===== src/design/gcc_regs_defs.svh =====
`ifndef GCC_REGS_DEFS_SVH
`define GCC_REGS_DEFS_SVH

//----------------------------------------------------------------------
// Function
//----------------------------------------------------------------------
// Function
// - Global reset bit resets both datapaths and all management registers.
// - Global reset bit clears itself on the next clock cycle.
// - Broadcast bit low: channel writes hit only the addressed channel.
// - Broadcast bit high: channel writes update both channels alike.
// - Pass pin shows selected side's result only while verification enabled.
// - Select 0000 routes first channel high-speed status; 0001 reserved.
// - Selects 0100 to 0111 route first channel low-speed lanes 0 to 3.
// - Select 1000 routes second channel high-speed status; 1001 reserved.
// - Power-off bit stops the channel datapath; management stays alive.
// - Receive mode bit high forces 1:1, else ratio select decides.
// - Transmit mode bit high forces 1:1, else ratio select decides.
// - Hysteresis 00 uses the standard Ethernet loss-of-sync behaviour.
// - Hysteresis 01: one code or disparity error drops sync at once.
// - Hysteresis 10: two adjacent errors drop sync at once.
// - Hysteresis 11: three adjacent errors drop sync at once.
// - Receive ratio select: 0 gives 1:2, 1 gives 1:4, reset 1:4.
// - Transmit ratio select: 0 gives 2:1, 1 gives 4:1, reset 4:1.
// - Self-clearing bits pulse one cycle on a one and read as zero.

//----------------------------------------------------------------------
// Register map
//----------------------------------------------------------------------
`define GCC_GLOBAL_ADDR   5'h00
`define GCC_CHAN_ADDR     5'h01
`define GCC_GLOBAL_RST    16'h0600
`define GCC_CHAN_RST      16'h0300
`define GCC_G_RESET_BIT   15
`define GCC_G_BCAST_BIT   11
`define GCC_G_RSV_HI      10
`define GCC_G_RSV_LO      8
`define GCC_G_RSV7_BIT    7
`define GCC_G_SEL_HI      3
`define GCC_C_PWR_BIT     15
`define GCC_C_RXMODE_BIT  13
`define GCC_C_TXMODE_BIT  12
`define GCC_C_HYST_HI     11
`define GCC_C_HYST_LO     10
`define GCC_C_RXSEL_BIT   9
`define GCC_C_TXSEL_BIT   8

//----------------------------------------------------------------------
// Pass select code layout
//----------------------------------------------------------------------
`define GCC_SEL_CH_BIT    3
`define GCC_SEL_LS_BIT    2
`define GCC_SEL_HS_LANE   2'h0

//----------------------------------------------------------------------
// Management frame
//----------------------------------------------------------------------
`define GCC_PRE_LEN       6'h20
`define GCC_HDR_LAST      6'h0C
`define GCC_DATA_LAST     6'h0F
`define GCC_TA_LAST       6'h01
`define GCC_OP_RD         2'h2
`define GCC_OP_WR         2'h1

//----------------------------------------------------------------------
// Synchronisation thresholds
//----------------------------------------------------------------------
`define GCC_ACQ_COMMAS    2'h3
`define GCC_STD_BAD_LIM   3'h4
`define GCC_STD_GOOD_RUN  2'h3

`endif


===== src/design/gcc_pkg.sv =====
package gcc_pkg;

    // Management frame phases
    typedef enum logic [1:0] {
        GCC_MD_PRE  = 2'b00,
        GCC_MD_HDR  = 2'b01,
        GCC_MD_TA   = 2'b10,
        GCC_MD_DATA = 2'b11
    } gcc_md_state_t;

    // Lane ratio of one direction
    typedef enum logic [1:0] {
        GCC_RATIO_1 = 2'b00,
        GCC_RATIO_2 = 2'b01,
        GCC_RATIO_4 = 2'b10
    } gcc_ratio_t;

    // Loss-of-sync hysteresis settings
    typedef enum logic [1:0] {
        GCC_HYST_STD = 2'b00,
        GCC_HYST_ONE = 2'b01,
        GCC_HYST_TWO = 2'b10,
        GCC_HYST_THR = 2'b11
    } gcc_hyst_t;

endpackage


===== src/design/gcc_sync_fsm.sv =====
`timescale 1ns/10ps
`include "gcc_regs_defs.svh"

module gcc_sync_fsm (
    // Clock and reset
    input  wire logic              sys_clk,
    input  wire logic              rst,
    input  wire logic              hold,
    // Hysteresis setting
    input  wire gcc_pkg::gcc_hyst_t hyst,
    // Decoded symbol stream
    input  wire logic              sym_valid,
    input  wire logic              sym_err,
    input  wire logic              sym_comma,
    // Status
    output logic                   in_sync_q
);

    logic [1:0] acq_q;
    logic [2:0] bad_q;
    logic [1:0] good_q;
    logic [2:0] lim;

    //------------------------------------------------------------------
    // Error limit per setting
    //------------------------------------------------------------------
    // Adjacent-error limit; standard mode counts with decay
    always_comb begin
        unique case (hyst)
            gcc_pkg::GCC_HYST_STD: lim = `GCC_STD_BAD_LIM;
            gcc_pkg::GCC_HYST_ONE: lim = 3'h1;
            gcc_pkg::GCC_HYST_TWO: lim = 3'h2;
            gcc_pkg::GCC_HYST_THR: lim = 3'h3;
        endcase
    end

    //------------------------------------------------------------------
    // Sync state machine
    //------------------------------------------------------------------
    // Held idle while the channel is powered off
    always_ff @(posedge sys_clk) begin
        if (rst || hold) begin
            in_sync_q <= 1'b0;
            acq_q     <= 2'h0;
            bad_q     <= 3'h0;
            good_q    <= 2'h0;
        end else if (sym_valid) begin
            if (!in_sync_q) begin
                bad_q  <= 3'h0;
                good_q <= 2'h0;
                if (sym_err)
                    acq_q <= 2'h0;
                else if (sym_comma) begin
                    if (acq_q == `GCC_ACQ_COMMAS - 2'h1) begin
                        in_sync_q <= 1'b1;
                        acq_q     <= 2'h0;
                    end else
                        acq_q <= acq_q + 2'h1;
                end
            end else if (sym_err) begin
                good_q <= 2'h0;
                if (bad_q + 3'h1 >= lim) begin
                    in_sync_q <= 1'b0;
                    bad_q     <= 3'h0;
                end else
                    bad_q <= bad_q + 3'h1;
            end else if (hyst != gcc_pkg::GCC_HYST_STD) begin
                bad_q <= 3'h0;
            end else if (bad_q != 3'h0) begin
                // Standard decay: a run of good codes forgives one error
                if (good_q == `GCC_STD_GOOD_RUN) begin
                    bad_q  <= bad_q - 3'h1;
                    good_q <= 2'h0;
                end else
                    good_q <= good_q + 2'h1;
            end
        end
    end

endmodule


===== src/design/gcc_regs.sv =====
`timescale 1ns/10ps
`include "gcc_regs_defs.svh"

module gcc_regs (
    // Clock and reset
    input  wire logic       sys_clk,
    input  wire logic       rst,
    // Management port
    input  wire logic       mdc,
    input  wire logic       mdio_in,
    output logic            mdio_out,
    output logic            mdio_oe,
    input  wire logic [3:0] port_addr_hi,
    // Pattern verification status
    input  wire logic [1:0] hs_verify_en,
    input  wire logic [1:0] ls_verify_en,
    input  wire logic [1:0] hs_verify_ok,
    input  wire logic [7:0] ls_verify_ok,
    output logic            pattern_pass_pin,
    // Symbol streams per channel
    input  wire logic [1:0] sym_valid,
    input  wire logic [1:0] sym_err,
    input  wire logic [1:0] sym_comma,
    output logic [1:0]      chan_in_sync,
    // Datapath control
    output logic            datapath_reset,
    output logic [1:0]      channel_power_off,
    output logic [3:0]      rx_ratio,
    output logic [3:0]      tx_ratio
);

    //------------------------------------------------------------------
    // Declarations
    //------------------------------------------------------------------
    gcc_pkg::gcc_md_state_t md_q;
    logic [5:0]  cnt_q;
    logic [15:0] sh_q;
    logic [15:0] rd_q;
    logic [1:0]  op_q;
    logic        pa0_q;
    logic [4:0]  ra_q;
    logic        hit_q;
    logic        mdc_q;
    logic        rise;
    logic        wr_now;
    logic [15:0] wdata;
    logic        soft_q;
    logic        any_rst;
    logic        bcast_q;
    logic [2:0]  rsv_hi_q;
    logic        rsv7_q;
    logic [3:0]  sel_q;
    logic [15:0] gcr_rd;
    logic [15:0] ccr_rd [2];
    logic [15:0] rd_val;
    logic        pass_d;
    logic        sel_ch;

    // Reset images as named constants; a literal cannot be bit-selected
    localparam logic [15:0] GLB_RST = `GCC_GLOBAL_RST;
    localparam logic [15:0] CHN_RST = `GCC_CHAN_RST;

    assign any_rst = rst | soft_q;
    assign rise    = mdc & ~mdc_q;

    // Write fires on the last data bit of a matched write frame
    assign wr_now = (md_q == gcc_pkg::GCC_MD_DATA) && rise && hit_q &&
                    (cnt_q == `GCC_DATA_LAST) && (op_q == `GCC_OP_WR);
    assign wdata  = {sh_q[14:0], mdio_in};

    //------------------------------------------------------------------
    // Clock edge detect
    //------------------------------------------------------------------
    // MDC is slow against sys_clk, so one edge detector is enough
    always_ff @(posedge sys_clk) begin
        if (rst)
            mdc_q <= 1'b0;
        else
            mdc_q <= mdc;
    end

    //------------------------------------------------------------------
    // Management frame engine
    //------------------------------------------------------------------
    // Frame engine survives the soft reset so the bus never hangs
    always_ff @(posedge sys_clk) begin
        if (rst) begin
            md_q     <= gcc_pkg::GCC_MD_PRE;
            cnt_q    <= 6'h00;
            sh_q     <= 16'h0000;
            rd_q     <= 16'h0000;
            op_q     <= 2'h0;
            pa0_q    <= 1'b0;
            ra_q     <= 5'h00;
            hit_q    <= 1'b0;
            mdio_out <= 1'b0;
            mdio_oe  <= 1'b0;
        end else if (rise) begin
            unique case (md_q)
                gcc_pkg::GCC_MD_PRE: begin
                    if (mdio_in) begin
                        if (cnt_q != `GCC_PRE_LEN)
                            cnt_q <= cnt_q + 6'h01;
                    end else if (cnt_q == `GCC_PRE_LEN) begin
                        md_q  <= gcc_pkg::GCC_MD_HDR;
                        cnt_q <= 6'h00;
                    end else
                        cnt_q <= 6'h00;
                end
                gcc_pkg::GCC_MD_HDR: begin
                    sh_q <= wdata;
                    if (cnt_q == `GCC_HDR_LAST) begin
                        // Layout: start 1, op 2, phy 5, register 5
                        op_q  <= sh_q[10:9];
                        pa0_q <= sh_q[4];
                        ra_q  <= {sh_q[3:0], mdio_in};
                        hit_q <= sh_q[11] && (sh_q[8:5] == port_addr_hi);
                        md_q  <= gcc_pkg::GCC_MD_TA;
                        cnt_q <= 6'h00;
                    end else
                        cnt_q <= cnt_q + 6'h01;
                end
                gcc_pkg::GCC_MD_TA: begin
                    if (cnt_q == 6'h00) begin
                        rd_q <= rd_val;
                        // Drive the turnaround zero on a read
                        if (hit_q && op_q == `GCC_OP_RD) begin
                            mdio_oe  <= 1'b1;
                            mdio_out <= 1'b0;
                        end
                        cnt_q <= 6'h01;
                    end else begin
                        mdio_out <= rd_q[15];
                        rd_q     <= {rd_q[14:0], 1'b0};
                        md_q     <= gcc_pkg::GCC_MD_DATA;
                        cnt_q    <= 6'h00;
                    end
                end
                gcc_pkg::GCC_MD_DATA: begin
                    sh_q     <= wdata;
                    mdio_out <= rd_q[15];
                    rd_q     <= {rd_q[14:0], 1'b0};
                    if (cnt_q == `GCC_DATA_LAST) begin
                        mdio_oe  <= 1'b0;
                        mdio_out <= 1'b0;
                        md_q     <= gcc_pkg::GCC_MD_PRE;
                        cnt_q    <= 6'h00;
                    end else
                        cnt_q <= cnt_q + 6'h01;
                end
            endcase
        end
    end

    //------------------------------------------------------------------
    // Global control register
    //------------------------------------------------------------------
    // Reset bit is a one-cycle pulse; it also clears the control registers and sync machines
    always_ff @(posedge sys_clk) begin
        if (any_rst) begin
            soft_q   <= 1'b0;
            bcast_q  <= GLB_RST[`GCC_G_BCAST_BIT];
            rsv_hi_q <= GLB_RST[`GCC_G_RSV_HI:`GCC_G_RSV_LO];
            rsv7_q   <= GLB_RST[`GCC_G_RSV7_BIT];
            sel_q    <= GLB_RST[`GCC_G_SEL_HI:0];
        end else if (wr_now && ra_q == `GCC_GLOBAL_ADDR) begin
            soft_q   <= wdata[`GCC_G_RESET_BIT];
            bcast_q  <= wdata[`GCC_G_BCAST_BIT];
            rsv_hi_q <= wdata[`GCC_G_RSV_HI:`GCC_G_RSV_LO];
            rsv7_q   <= wdata[`GCC_G_RSV7_BIT];
            sel_q    <= wdata[`GCC_G_SEL_HI:0];
        end
    end

    // Datapath reset output follows the pulse
    always_ff @(posedge sys_clk) begin
        if (rst)
            datapath_reset <= 1'b1;
        else
            datapath_reset <= soft_q;
    end

    // Reset bit always reads back as zero
    always_comb begin
        gcr_rd = 16'h0000;
        gcr_rd[`GCC_G_BCAST_BIT] = bcast_q;
        gcr_rd[`GCC_G_RSV_HI:`GCC_G_RSV_LO] = rsv_hi_q;
        gcr_rd[`GCC_G_RSV7_BIT] = rsv7_q;
        gcr_rd[`GCC_G_SEL_HI:0] = sel_q;
    end

    //------------------------------------------------------------------
    // Per-channel control and sync
    //------------------------------------------------------------------
    generate
        for (genvar ch = 0; ch < 2; ch++) begin : g_ch
            logic       pwr_q;
            logic       rxm_q;
            logic       txm_q;
            logic [1:0] hyst_q;
            logic       rxs_q;
            logic       txs_q;
            logic       sel_me;

            // Broadcast lets one write reach both channels
            assign sel_me = bcast_q || (pa0_q == 1'(ch));

            always_ff @(posedge sys_clk) begin
                if (any_rst) begin
                    pwr_q  <= CHN_RST[`GCC_C_PWR_BIT];
                    rxm_q  <= CHN_RST[`GCC_C_RXMODE_BIT];
                    txm_q  <= CHN_RST[`GCC_C_TXMODE_BIT];
                    hyst_q <= CHN_RST[`GCC_C_HYST_HI:`GCC_C_HYST_LO];
                    rxs_q  <= CHN_RST[`GCC_C_RXSEL_BIT];
                    txs_q  <= CHN_RST[`GCC_C_TXSEL_BIT];
                end else if (wr_now && ra_q == `GCC_CHAN_ADDR && sel_me) begin
                    pwr_q  <= wdata[`GCC_C_PWR_BIT];
                    rxm_q  <= wdata[`GCC_C_RXMODE_BIT];
                    txm_q  <= wdata[`GCC_C_TXMODE_BIT];
                    hyst_q <= wdata[`GCC_C_HYST_HI:`GCC_C_HYST_LO];
                    rxs_q  <= wdata[`GCC_C_RXSEL_BIT];
                    txs_q  <= wdata[`GCC_C_TXSEL_BIT];
                end
            end

            // Ratio decode registered so outputs come from flops
            always_ff @(posedge sys_clk) begin
                if (rst) begin
                    channel_power_off[ch] <= 1'b0;
                    rx_ratio[2*ch +: 2]   <= gcc_pkg::GCC_RATIO_4;
                    tx_ratio[2*ch +: 2]   <= gcc_pkg::GCC_RATIO_4;
                end else begin
                    channel_power_off[ch] <= pwr_q;
                    rx_ratio[2*ch +: 2]   <= rxm_q ? gcc_pkg::GCC_RATIO_1 :
                        (rxs_q ? gcc_pkg::GCC_RATIO_4 :
                                 gcc_pkg::GCC_RATIO_2);
                    tx_ratio[2*ch +: 2]   <= txm_q ? gcc_pkg::GCC_RATIO_1 :
                        (txs_q ? gcc_pkg::GCC_RATIO_4 :
                                 gcc_pkg::GCC_RATIO_2);
                end
            end

            always_comb begin
                ccr_rd[ch] = 16'h0000;
                ccr_rd[ch][`GCC_C_PWR_BIT]    = pwr_q;
                ccr_rd[ch][`GCC_C_RXMODE_BIT] = rxm_q;
                ccr_rd[ch][`GCC_C_TXMODE_BIT] = txm_q;
                ccr_rd[ch][`GCC_C_HYST_HI:`GCC_C_HYST_LO] = hyst_q;
                ccr_rd[ch][`GCC_C_RXSEL_BIT]  = rxs_q;
                ccr_rd[ch][`GCC_C_TXSEL_BIT]  = txs_q;
            end

            // Powered-off channel holds its sync machine idle
            gcc_sync_fsm u_sync (
                .sys_clk   (sys_clk),
                .rst       (any_rst),
                .hold      (pwr_q),
                .hyst      (gcc_pkg::gcc_hyst_t'(hyst_q)),
                .sym_valid (sym_valid[ch]),
                .sym_err   (sym_err[ch]),
                .sym_comma (sym_comma[ch]),
                .in_sync_q (chan_in_sync[ch])
            );
        end
    endgenerate

    //------------------------------------------------------------------
    // Read data select
    //------------------------------------------------------------------
    // Unmapped registers read as zero
    always_comb begin
        if (ra_q == `GCC_GLOBAL_ADDR)
            rd_val = gcr_rd;
        else if (ra_q == `GCC_CHAN_ADDR)
            rd_val = pa0_q ? ccr_rd[1] : ccr_rd[0];
        else
            rd_val = 16'h0000;
    end

    //------------------------------------------------------------------
    // Pattern pass routing
    //------------------------------------------------------------------
    // Reserved codes drive no pass indication
    assign sel_ch = sel_q[`GCC_SEL_CH_BIT];

    always_comb begin
        pass_d = 1'b0;
        if (sel_q[`GCC_SEL_LS_BIT]) begin
            if (ls_verify_en[sel_ch])
                pass_d = ls_verify_ok[{sel_ch, sel_q[1:0]}];
        end else if (sel_q[1:0] == `GCC_SEL_HS_LANE) begin
            if (hs_verify_en[sel_ch])
                pass_d = hs_verify_ok[sel_ch];
        end
    end

    always_ff @(posedge sys_clk) begin
        if (rst)
            pattern_pass_pin <= 1'b0;
        else
            pattern_pass_pin <= pass_d;
    end

endmodule


===== config.mk =====
export PLATFORM = sky130hd
export DESIGN_NAME = gcc_regs
export DESIGN_NICKNAME = d
export VERILOG_FILES = /design/src/design/gcc_pkg.sv /design/src/design/gcc_sync_fsm.sv /design/src/design/gcc_regs.sv
export VERILOG_INCLUDE_DIRS = /design/src /design/src/design
export SDC_FILE = /design/constraint.sdc
export NUM_CORES = 1
export LEC_CHECK = 0
export BUFFER_PORTS_ARGS = -buffer_cell sky130_fd_sc_hd__buf_2
export CAP_MARGIN = 30
export CORE_MARGIN = 1
export CORE_UTILIZATION = 54
export CTS_BUF_LIST = sky130_fd_sc_hd__clkbuf_2 sky130_fd_sc_hd__clkbuf_4 sky130_fd_sc_hd__clkbuf_8
export CTS_CLUSTER_DIAMETER = 150
export CTS_CLUSTER_SIZE = 20
export DETAILED_ROUTE_END_ITERATION = 12
export GPL_TIMING_DRIVEN = 0
export PLACE_DENSITY = 0.73
export SYNTH_ARGS = -nofsm -noshare
export SYNTH_HDL_FRONTEND = slang
export SYNTH_SLANG_ARGS = --single-unit
export TNS_END_PERCENT = 20

===== constraint.sdc =====
create_clock -name sys_clk -period 3.1 [get_ports sys_clk]
set_input_delay 0.465 -clock sys_clk [delete_from_list [all_inputs] [get_ports sys_clk]]
set_output_delay 0.465 -clock sys_clk [all_outputs]
set_load 0.02 [all_outputs]

# --- Word level (Yosys, flattened, before mapping) ---
# Cells that the tools add are included.
op_classes:
  add_sub_neg: 9
  n_lt_le_gt_ge: 4
  n_eq_ne: 38
  n_mux: 87
  n_bitwise: 6
  reduce_logical: 45
op_table:
  columns: ["op", "count"]
  rows:
  - ["16-bit 2-to-1 mux", 4]
  - ["2-bit 2-to-1 mux", 29]
  - ["3-bit 2-to-1 mux", 12]
  - ["16-bit one-hot mux with 2 select lines", 1]
  - ["1-bit 2-to-1 mux", 30]
  - ["6-bit 2-to-1 mux", 4]
  - ["3-bit one-hot mux with 4 select lines", 2]
  - ["6-bit one-hot mux with 4 select lines", 1]
  - ["3-bit AND reduction", 8]
  - ["2-bit == test, second input constant", 11]
  - ["3-bit != test, second input constant", 6]
  - ["4-bit != test, second input constant", 4]
  - ["6-bit by 4-bit == test with 1-bit output, second input constant", 2]
  - ["2-bit != test, second input constant", 6]
  - ["1-bit logical AND", 10]
  - ["2-bit nonzero test", 5]
  - ["2-bit OR reduction", 5]
  - ["2-bit by 1-bit adder with 2-bit output, second input constant", 4]
  - ["2-bit by 1-bit == test with 1-bit output, second input constant", 4]
  - ["2-bit zero test", 4]
  - ["2-bit one-hot mux with 4 select lines", 1]
  - ["3-bit by 1-bit adder with 3-bit output, second input constant", 2]
  - ["6-bit by 1-bit adder with 6-bit output, second input constant", 1]
  - ["6-bit == test, second input constant", 1]
  - ["20 further kinds", 32]
totals:
  regBits: 103
  inputBits: 28
  output_inout_bits: 16
  elab_cells: 237

# --- Longest topological paths before layout ---
# Gate-level depths: netlist (run 1).
depth:
  ltp_word: 8
  ltp_mapped: 9
  mapped_depth_nobuf: 7

# --- By module ---
# A second synthesis (run 1) with hierarchy kept.
unflattened:
  cells_unflattened: 588
  area_unflattened_um2: 5114.9
by_module_without_submodules:
  columns: ["module", "instances", "cells_per_inst", "area_each_um2", "seq_area_each_um2"]
  rows:
  - ["gcc_regs", 1, 442, 3912.5, 1741.7]
  - ["gcc_sync_fsm at g_ch[1].u_sync", 1, 72, 606.8, 160.2]
  - ["gcc_sync_fsm at g_ch[0].u_sync", 1, 74, 595.6, 160.2]

# --- Least setup slack after synthesis (run 1) ---
# Ideal clock, no wire load.
synth_timing:
  path_type: "register to register"
  from: "register g_ch[1].u_sync.bad_q[0]"
  to: "register g_ch[1].u_sync.bad_q[0]"
  setup_ns: 0.070
  arrival_time_ns: 2.073
  t_required_ns: 3.030
  path_slack_ns: 0.957
  path_stages_with_launch: 8
  n_path_buf: 0
  synth_period_minus_slack_ns: 2.143
  path_cell_list: "dfxtp_1 > inv_1 > ha_1 > ha_1 > a2111oi_0 > nor2_1 > or4_1 > a21oi_1"
synth_between:
  elab_chain_cells: 6
  word_cells_on_any_way: 12
  classes_between: "2 x add/sub; 1 x order compare; 1 x eq/ne; 6 x mux; 2 x reduce/logical"
synth_lines:
  columns: ["element", "line", "rtl"]
  rows:
  - ["start, declared", "gcc_sync_fsm.sv:20", "logic [2:0] bad_q;"]
  - ["start signal, assigned", "gcc_sync_fsm.sv:66", "bad_q <= bad_q + 3'h1;"]
  - ["start signal, assigned", "gcc_sync_fsm.sv:72", "bad_q <= bad_q - 3'h1;"]
  - ["parallel branches: the longest is 6 deep, another holds 3-bit by 1-bit adder with 3-bit output", null, null]
# Several ways; the timed one is not identified. The select of a mux whose other input is x is not followed.
# A chain may end at the register's enable or synchronous reset.

# --- Final worst setup path (run 1) ---
layout_timing:
  from: "register g_ch[0].hyst_q[1]"
  to: "register g_ch[0].u_sync.bad_q[2]"
layout_between:
  elab_chain_cells: 6
  word_cells_on_any_way: 14
  classes_between: "1 x order compare; 5 x eq/ne; 5 x mux; 3 x reduce/logical"
layout_lines:
  columns: ["element", "line", "rtl"]
  rows:
  - ["start, declared", "gcc_regs.sv:200", "logic [1:0] hyst_q;"]
  - ["start signal, assigned", "gcc_regs.sv:213", "hyst_q <= CHN_RST[`GCC_C_HYST_HI:`GCC_C_HYST_LO];"]
  - ["start signal, assigned", "gcc_regs.sv:220", "hyst_q <= wdata[`GCC_C_HYST_HI:`GCC_C_HYST_LO];"]
  - ["2-bit == test, or another cell as far along", "gcc_sync_fsm.sv:29", "unique case (hyst)"]
  - ["3-bit one-hot mux with 4 select lines", "gcc_sync_fsm.sv:29", null]
  - ["3-bit >= comparator", "gcc_sync_fsm.sv:62", "if (bad_q + 3'h1 >= lim) begin"]
  - ["3-bit 2-to-1 mux", "gcc_sync_fsm.sv:62", null]
  - ["3-bit 2-to-1 mux", "gcc_sync_fsm.sv:60", "end else if (sym_err) begin"]
  - ["3-bit 2-to-1 mux", "gcc_sync_fsm.sv:48", "if (!in_sync_q) begin"]
  - ["end signal, assigned", "gcc_sync_fsm.sv:66", null]
  - ["end signal, assigned", "gcc_sync_fsm.sv:72", null]
  - ["end, declared", "gcc_sync_fsm.sv:20", null]
# Parallel ways exist; a longest one is shown, timed or not.

==> results of run 1 <==
cells in the mapped netlist, drive strengths merged, types with 2 or more instances:
master	count
a2111oi	3
mux4	2
nor3	20
a311oi	6
buf	9
nand2b	7
o21ai	16
nand4b	2
mux2i	40
nand3	23
nand4	3
ha	21
nand3b	6
nand2	67
nor2	61
o31ai	5
or3b	2
nor4b	2
or2	2
nor4	4
inv	23
o211ai	2
dfxtp	103
xnor2	2
xor2	5
and3	3
a21o	7
o41ai	7
a21boi	2
a31oi	4
a22o	3
clkbuf	26
or3	2
nor2b	9
a21oi	47
a211oi	6
or4	3
worst paths after layout:
path              cells past startpoint                      end               from  slack (ps)
hold reg to reg                       2                  rd_q[0]            rd_q[0]         460
hold / removal                        2                    mdc_q                mdc         360
setup reg to reg                      7  g_ch[0].u_sync.bad_q[2]  g_ch[0].hyst_q[1]         640
setup / recovery                      7  g_ch[0].u_sync.bad_q[2]  g_ch[0].hyst_q[1]         640
power by group:
| part | internal [mW] | total (mW) | switching [mW] |
|---|---|---|---|
| registers | 1.33 | 1.34 | 0.00879 |
| logic | 0.0621 | 0.163 | 0.101 |
| clock network | 0.456 | 0.931 | 0.474 |
critical path, cell delays in order (launching register included):
cell and delay, ps:
dfxtp_1 350, or2_2 290, clkbuf_1 160, ha_1 330
a21oi_1 180, a21oi_1 90, a2111oi_0 750, a22o_1 250
sequential cells by signal (all words and copies together) (netlist names), 5 cells and up:
register,cells
sh_q,15
ra_q,5
g_ch.u_sync.bad_q,6
cnt_q,6
rd_q,16
routing by layer:
metal | vias up | GRT usage [%]
li1 | 2095 | -
met1 | 1958 | 32.08
met2 | 81 | 39.05
met3 | 14 | 3.741
met4 | 0 | 8.937
met5 | - | 0
cell type report:
cell class	instances	area, sq um
flip-flops and latches	103	2062
clock buffers	9	123.9
fillers	770	3272
inverters	23	86.33
clock inverters	6	93.84
well taps	108	135.1
plain buffers	35	158.9
multi-input cells	405	2621
repair buffers	42	210.2
cells by family (layout without fill, tap and decap cells):
group	Yosys count	in the layout	synth area share, %
and+or+nand+nor	220	220	22.21
xor gates and xnor gates	7	7	1.244
adders and majority gates	21	21	5.331
DFF	103	103	41.84
AOI/OAI and AO/OA	115	115	15.36
muxes	42	42	9.038
buffers and inverters	58	115	4.976
layout by cell type, fill, tap and decap left out, types with 4 or more instances in the layout:
cell        n
a211oi_1    6
nor2b_1     9
a21oi_1    47
nand2b_1    7
o21ai_0    13
buf_2      46
o41ai_1     7
clkbuf_1   26
a311oi_1    6
ha_1       21
a31oi_1     4
nor2_1     61
nand3b_1    6
clkbuf_8    9
nand2_1    67
a21o_1      7
inv_1      23
nor3_1     19
o31ai_1     5
dfxtp_1   103
xor2_1      5
nand3_1    22
mux2i_1    40
==> flow_summary.ini, run 1 <==
[status]
outcome = finished, final reports clean

[die]
dieArea_sq_um = 9513
initial_utilization_pct = 56.24
fp.coreArea_sq_um = 8763
rows = 34
pin_count = 44
fp.dieW_microns = 97.54
die_h_microns = 97.54

[logic_synthesis]
ys_ff_latch = 103
synth_edf_count = 0
synth_area_sq_um = 4928
synthCells = 566
synthesis.nets = 615
async_flop_share_pct = 0
syn_avg_cell_area_sq_um = 8.708
synthFlopType = dfxtp_1
yosysSeqAreaShare_pct = 41.84
yosysWarnings = 0
ys_types = 60
synth.area.top_cells = dfxtp_1 42%, mux2i_1 8.1%, ha_1 5.3%
synth_top_area_share_pct = 41.84
yosysTopAreaCell = dfxtp_1

[detailed_routing]
met3_length_microns = 484
top_layer = met4
viasPerCell = 5.674
wl_met2_mm = 5.243
drcViolationCount = 0
met1_length_mm = 5.052
vias = 4148
drt-pass1-iter-count = 4
drtIter0Drc = 224
post_drt_wl_per_cell_microns = 14.94
drt_wl_total_mm = 10.92
antenna_left = 0

[final_layout]
final_area_sq_um = 5492
drive_gt1_share_pct = 12.84
nets = 668
fin_cells = 731
area_delta_synth_final_pct = 11.42
post-route-util_pct = 62.66
antenna_cells = 0

[timing]
finalSetupViolations = 0
relSlewSlack_pct = 42.65
drv_slew = 0
setup_ws_ps = 640.9
rsz0062_at_grt = no
max_freq_mhz = 406.7
finalHoldViolations = 0
finClkSkew_ps = 5.348
tightest_slew_ps = 838.5
period_minus_slack_ps = 2459
setup_tns_ps = 0
fin_crit_sh_pct = 79.33
hold_slack_ps = 360.6

[clock_network]
cts-buffers-inserted = 9
ctsResizeCount = 0
cts_root_buffer = clkbuf_8
postCtsHoldBufs = 0
cts_sinks = 103
cts.clk_slew.worst_paths_ps = 100
clock_latency_ps = 370
cts_buffer_depth = 2
post-cts-setup-buffer-count = 0
htree_levels = 3
cts_tree = yes

[pwr]
powerDensity_nw_per_um2 = 443.2
total_power_mw = 2.434
p_leak_nw = 2.091
ir_drop_mv = 0.2617

[placement]
place_area_sq_um = 5274
dp_hpwl_mm = 8.043
dp_slack_ps = 701.9
gp_congestion = 0.8645
portBuffers = 42
dp.cells = 716

[global_routing]
grt-ovfl-total = 0
track_usage_pct = 24.00
grt_pass1_vias = 3888
grt_pass1_wl_mm = 18.58
antenna_found_initial = 0
grt_max_degree = 18

[critical_path]
cp-start-kind = flop
end_kind = flop
critPathKind = reg2reg
crit_fanout = 6
crit_required_ps = 3420
cp.arrival_ps = 2780

[flow_run]
maxCapViolCount = 0

[min_path]
min_path_type = in2reg
(Power assumes the default switching activity.)
==> run 2, diff against run 1 <==
--- a/config.mk
+++ b/config.mk
@@ -6,6 +6,7 @@
 export SDC_FILE = /design/constraint.sdc
 export NUM_CORES = 1
 export LEC_CHECK = 0
+export ABC_AREA = 1
 export BUFFER_PORTS_ARGS = -buffer_cell sky130_fd_sc_hd__buf_2
 export CAP_MARGIN = 30
 export CORE_MARGIN = 1
==> constraint.sdc (replaced) <==
create_clock -name sys_clk -period 2.5 [get_ports sys_clk]
set_input_delay 0.375 -clock sys_clk [delete_from_list [all_inputs] [get_ports sys_clk]]
set_output_delay 0.375 -clock sys_clk [all_outputs]
set_load 0.02 [all_outputs]
==> run 2 against run 1 <==
Against the previous run:
- sequential power rose by 24%
- worst hold slack worse by 140 ps
- final cell count is 14% higher
- cell area fell by 0.93%
- utilization decreased by 0.59 points
- count of clock-buffer cells in the layout grew 3
- first-iteration DRC count rose by 16%
- synthesized area is 0.61% lower
- die area fell by 0.60%
==> flow_summary.ini, run 2 <==
[clock_network]
cts.clk_slew.worst_paths_ps = 90
postCtsHoldBufs = 0
htree_levels = 3
ctsResizeCount = 0
cts_buffer_depth = 2
post-cts-setup-buffer-count = 0
clock_latency_ps = 360
cts_root_buffer = clkbuf_8
cts_tree = yes
cts-buffers-inserted = 9
cts_sinks = 103

[critical_path]
crit_required_ps = 2810
cp.arrival_ps = 2220
crit_fanout = 5
cp-start-kind = flop
end_kind = flop
critPathSlowestCell = dfxtp_1
worstPathCellList = inv_1 -> ha_1 -> ha_1 -> nand3_1 -> nand3_1 -> nand2_1 -> nand2_1 -> nor2_1 -> o21ai_0 -> a21oi_1
critPathKind = reg2reg
slowest_delay_ps = 430

[final_layout]
top_regs = rd_q: 16 flops, sh_q: 15 flops
drive_gt1_share_pct = 11.85
antenna_cells = 0
fillCellCount = 822
area_delta_synth_final_pct = 11.06
fin_cells = 834
mostFrequentLayoutCell = nand2_1
post-route-util_pct = 62.08
top_register = rd_q
nets = 771
layout_common_cells = 108 x nand2_1, 103 x dfxtp_1, 85 x o21ai_0
final_area_sq_um = 5440
largest_reg_flops = 16

[placement]
dp_slack_ps = 621.4
gp_congestion = 0.9074
dp_hpwl_mm = 8.458
place_area_sq_um = 5244
dp.cells = 819
portBuffers = 42

[global_routing]
grt_pass1_wl_mm = 19.33
antenna_found_initial = 0
grt_max_degree = 16
track_usage_pct = 25.06
grt_pass1_vias = 4300
grt-ovfl-total = 0

[logic_synthesis]
yosysTopAreaCell = dfxtp_1
synth_area_sq_um = 4898
yosysSeqAreaShare_pct = 42.09
synthFlopType = dfxtp_1
syn_avg_cell_area_sq_um = 7.322
async_flop_share_pct = 0
synth.most_common_cell = nand2_1
synth.area.top_cells = dfxtp_1 42%, o21ai_0 8.7%, a21oi_1 8.6%
ys_ff_latch = 103
yosysWarnings = 0
synthCells = 669
synth_top_area_share_pct = 42.09
ys_types = 37
synth_edf_count = 0
synthesis.nets = 718
synth_commonest_cells = 108 x nand2_1, 103 x dfxtp_1, 85 x o21ai_0

[pwr]
total_power_mw = 2.930
powerDensity_nw_per_um2 = 538.7
p_leak_nw = 2.415
ir_drop_mv = 0.3085

[timing]
setup_tns_ps = 0
finalSetupViolations = 0
relSlewSlack_pct = 57.56
setup_ws_ps = 588.0
drv_slew = 0
fin_crit_sh_pct = 76.48
period_minus_slack_ps = 1912
rsz0062_at_grt = no
hold_slack_ps = 225.3
finClkSkew_ps = 8.719
max_freq_mhz = 523.0
tightest_slew_ps = 636.6
finalHoldViolations = 0

[detailed_routing]
viasPerCell = 5.454
drt_wl_total_mm = 11.37
drcViolationCount = 0
antenna_left = 0
drt-pass1-iter-count = 5
drtIter0Drc = 259
post_drt_wl_per_cell_microns = 13.63
vias = 4549

[flow_run]
maxCapViolCount = 0

[die]
fp.dieW_microns = 97.24
pin_count = 44
die_h_microns = 97.24
rows = 34
initial_utilization_pct = 55.90
fp.coreArea_sq_um = 8763
dieArea_sq_um = 9456

[min_path]
min_path_type = in2reg

[status]
outcome = finished, final reports clean
==> run 2: cell types whose count changed after synthesis, sizes merged, moves of 7 or more <==
cell | before | now
o41ai | 7 | 0
nand3 | 23 | 38
mux2i | 40 | 0
nand2b | 7 | 0
clkbuf | 26 | 13
inv | 23 | 86
a21o | 7 | 0
nand2 | 67 | 110
nor3 | 20 | 8
o21ai | 16 | 91
a21oi | 47 | 85
nand4 | 3 | 13
nor2b | 9 | 0
==> run 2: worst paths after layout <==
check	end	startpoint	slack (ps)	cells past startpoint
setup / recovery	g_ch[1].u_sync.bad_q[1]	g_ch[1].u_sync.bad_q[0]	590	10
hold / removal	mdc_q	mdc	230	3
setup reg to reg	g_ch[1].u_sync.bad_q[1]	g_ch[1].u_sync.bad_q[0]	590	10
hold reg to reg	sh_q[13]	sh_q[13]	450	2
==> run 2: final cells by class <==
class	count	area [sq um]	area share, %
multi-input combinational	452	2351	43.22
inverter	90	347.8	6.394
sequential	103	2062	37.90
tap	108	135.1	2.484
timing repair buffer	42	210.2	3.864
clock buffer	12	152.6	2.806
buffer	24	137.6	2.530
clock inverter	3	43.79	0.8050
==> run 2: logic make-up (layout without fill, tap and decap cells) <==
group,Yosys count,count (layout),synth area share [%]
AND/OR/NAND/NOR,230,230,20.74
adder cells (fa/ha/maj),21,21,5.364
buffers and inverters,114,171,9.910
XOR/XNOR,4,4,0.7153
AO/OA/AOI/OAI,197,197,21.18
flip-flops,103,103,42.09
==> run 2: power by group <==
group | leakage (nW) | internal [mW] | total [mW] | switching (mW)
sequential | 0.832 | 1.65 | 1.66 | 0.0109
clock | 0.103 | 0.509 | 1.06 | 0.553
combinational | 1.48 | 0.0718 | 0.204 | 0.132
total | 2.41 | 2.23 | 2.93 | 0.696
==> run 2: critical path: cells and delay by family, from the launching register on <==
kind	cells	cell delay (ps)
DFF	1	430
and+or+nand+nor	5	450
AOI/OAI and AO/OA	2	220
buffers and inverters	1	90
adders and majority gates	2	660
==> run 2: layer usage <==
metal | vias to the layer above | wire length, microns | GRT usage, %
met1 | 2101 | 5068 | 30.01
met2 | 106 | 5736 | 45.77
li1 | 2334 | - | -
met5 | - | 0 | 0
met3 | 8 | 476 | 4.892
met4 | 0 | 89 | 6.335
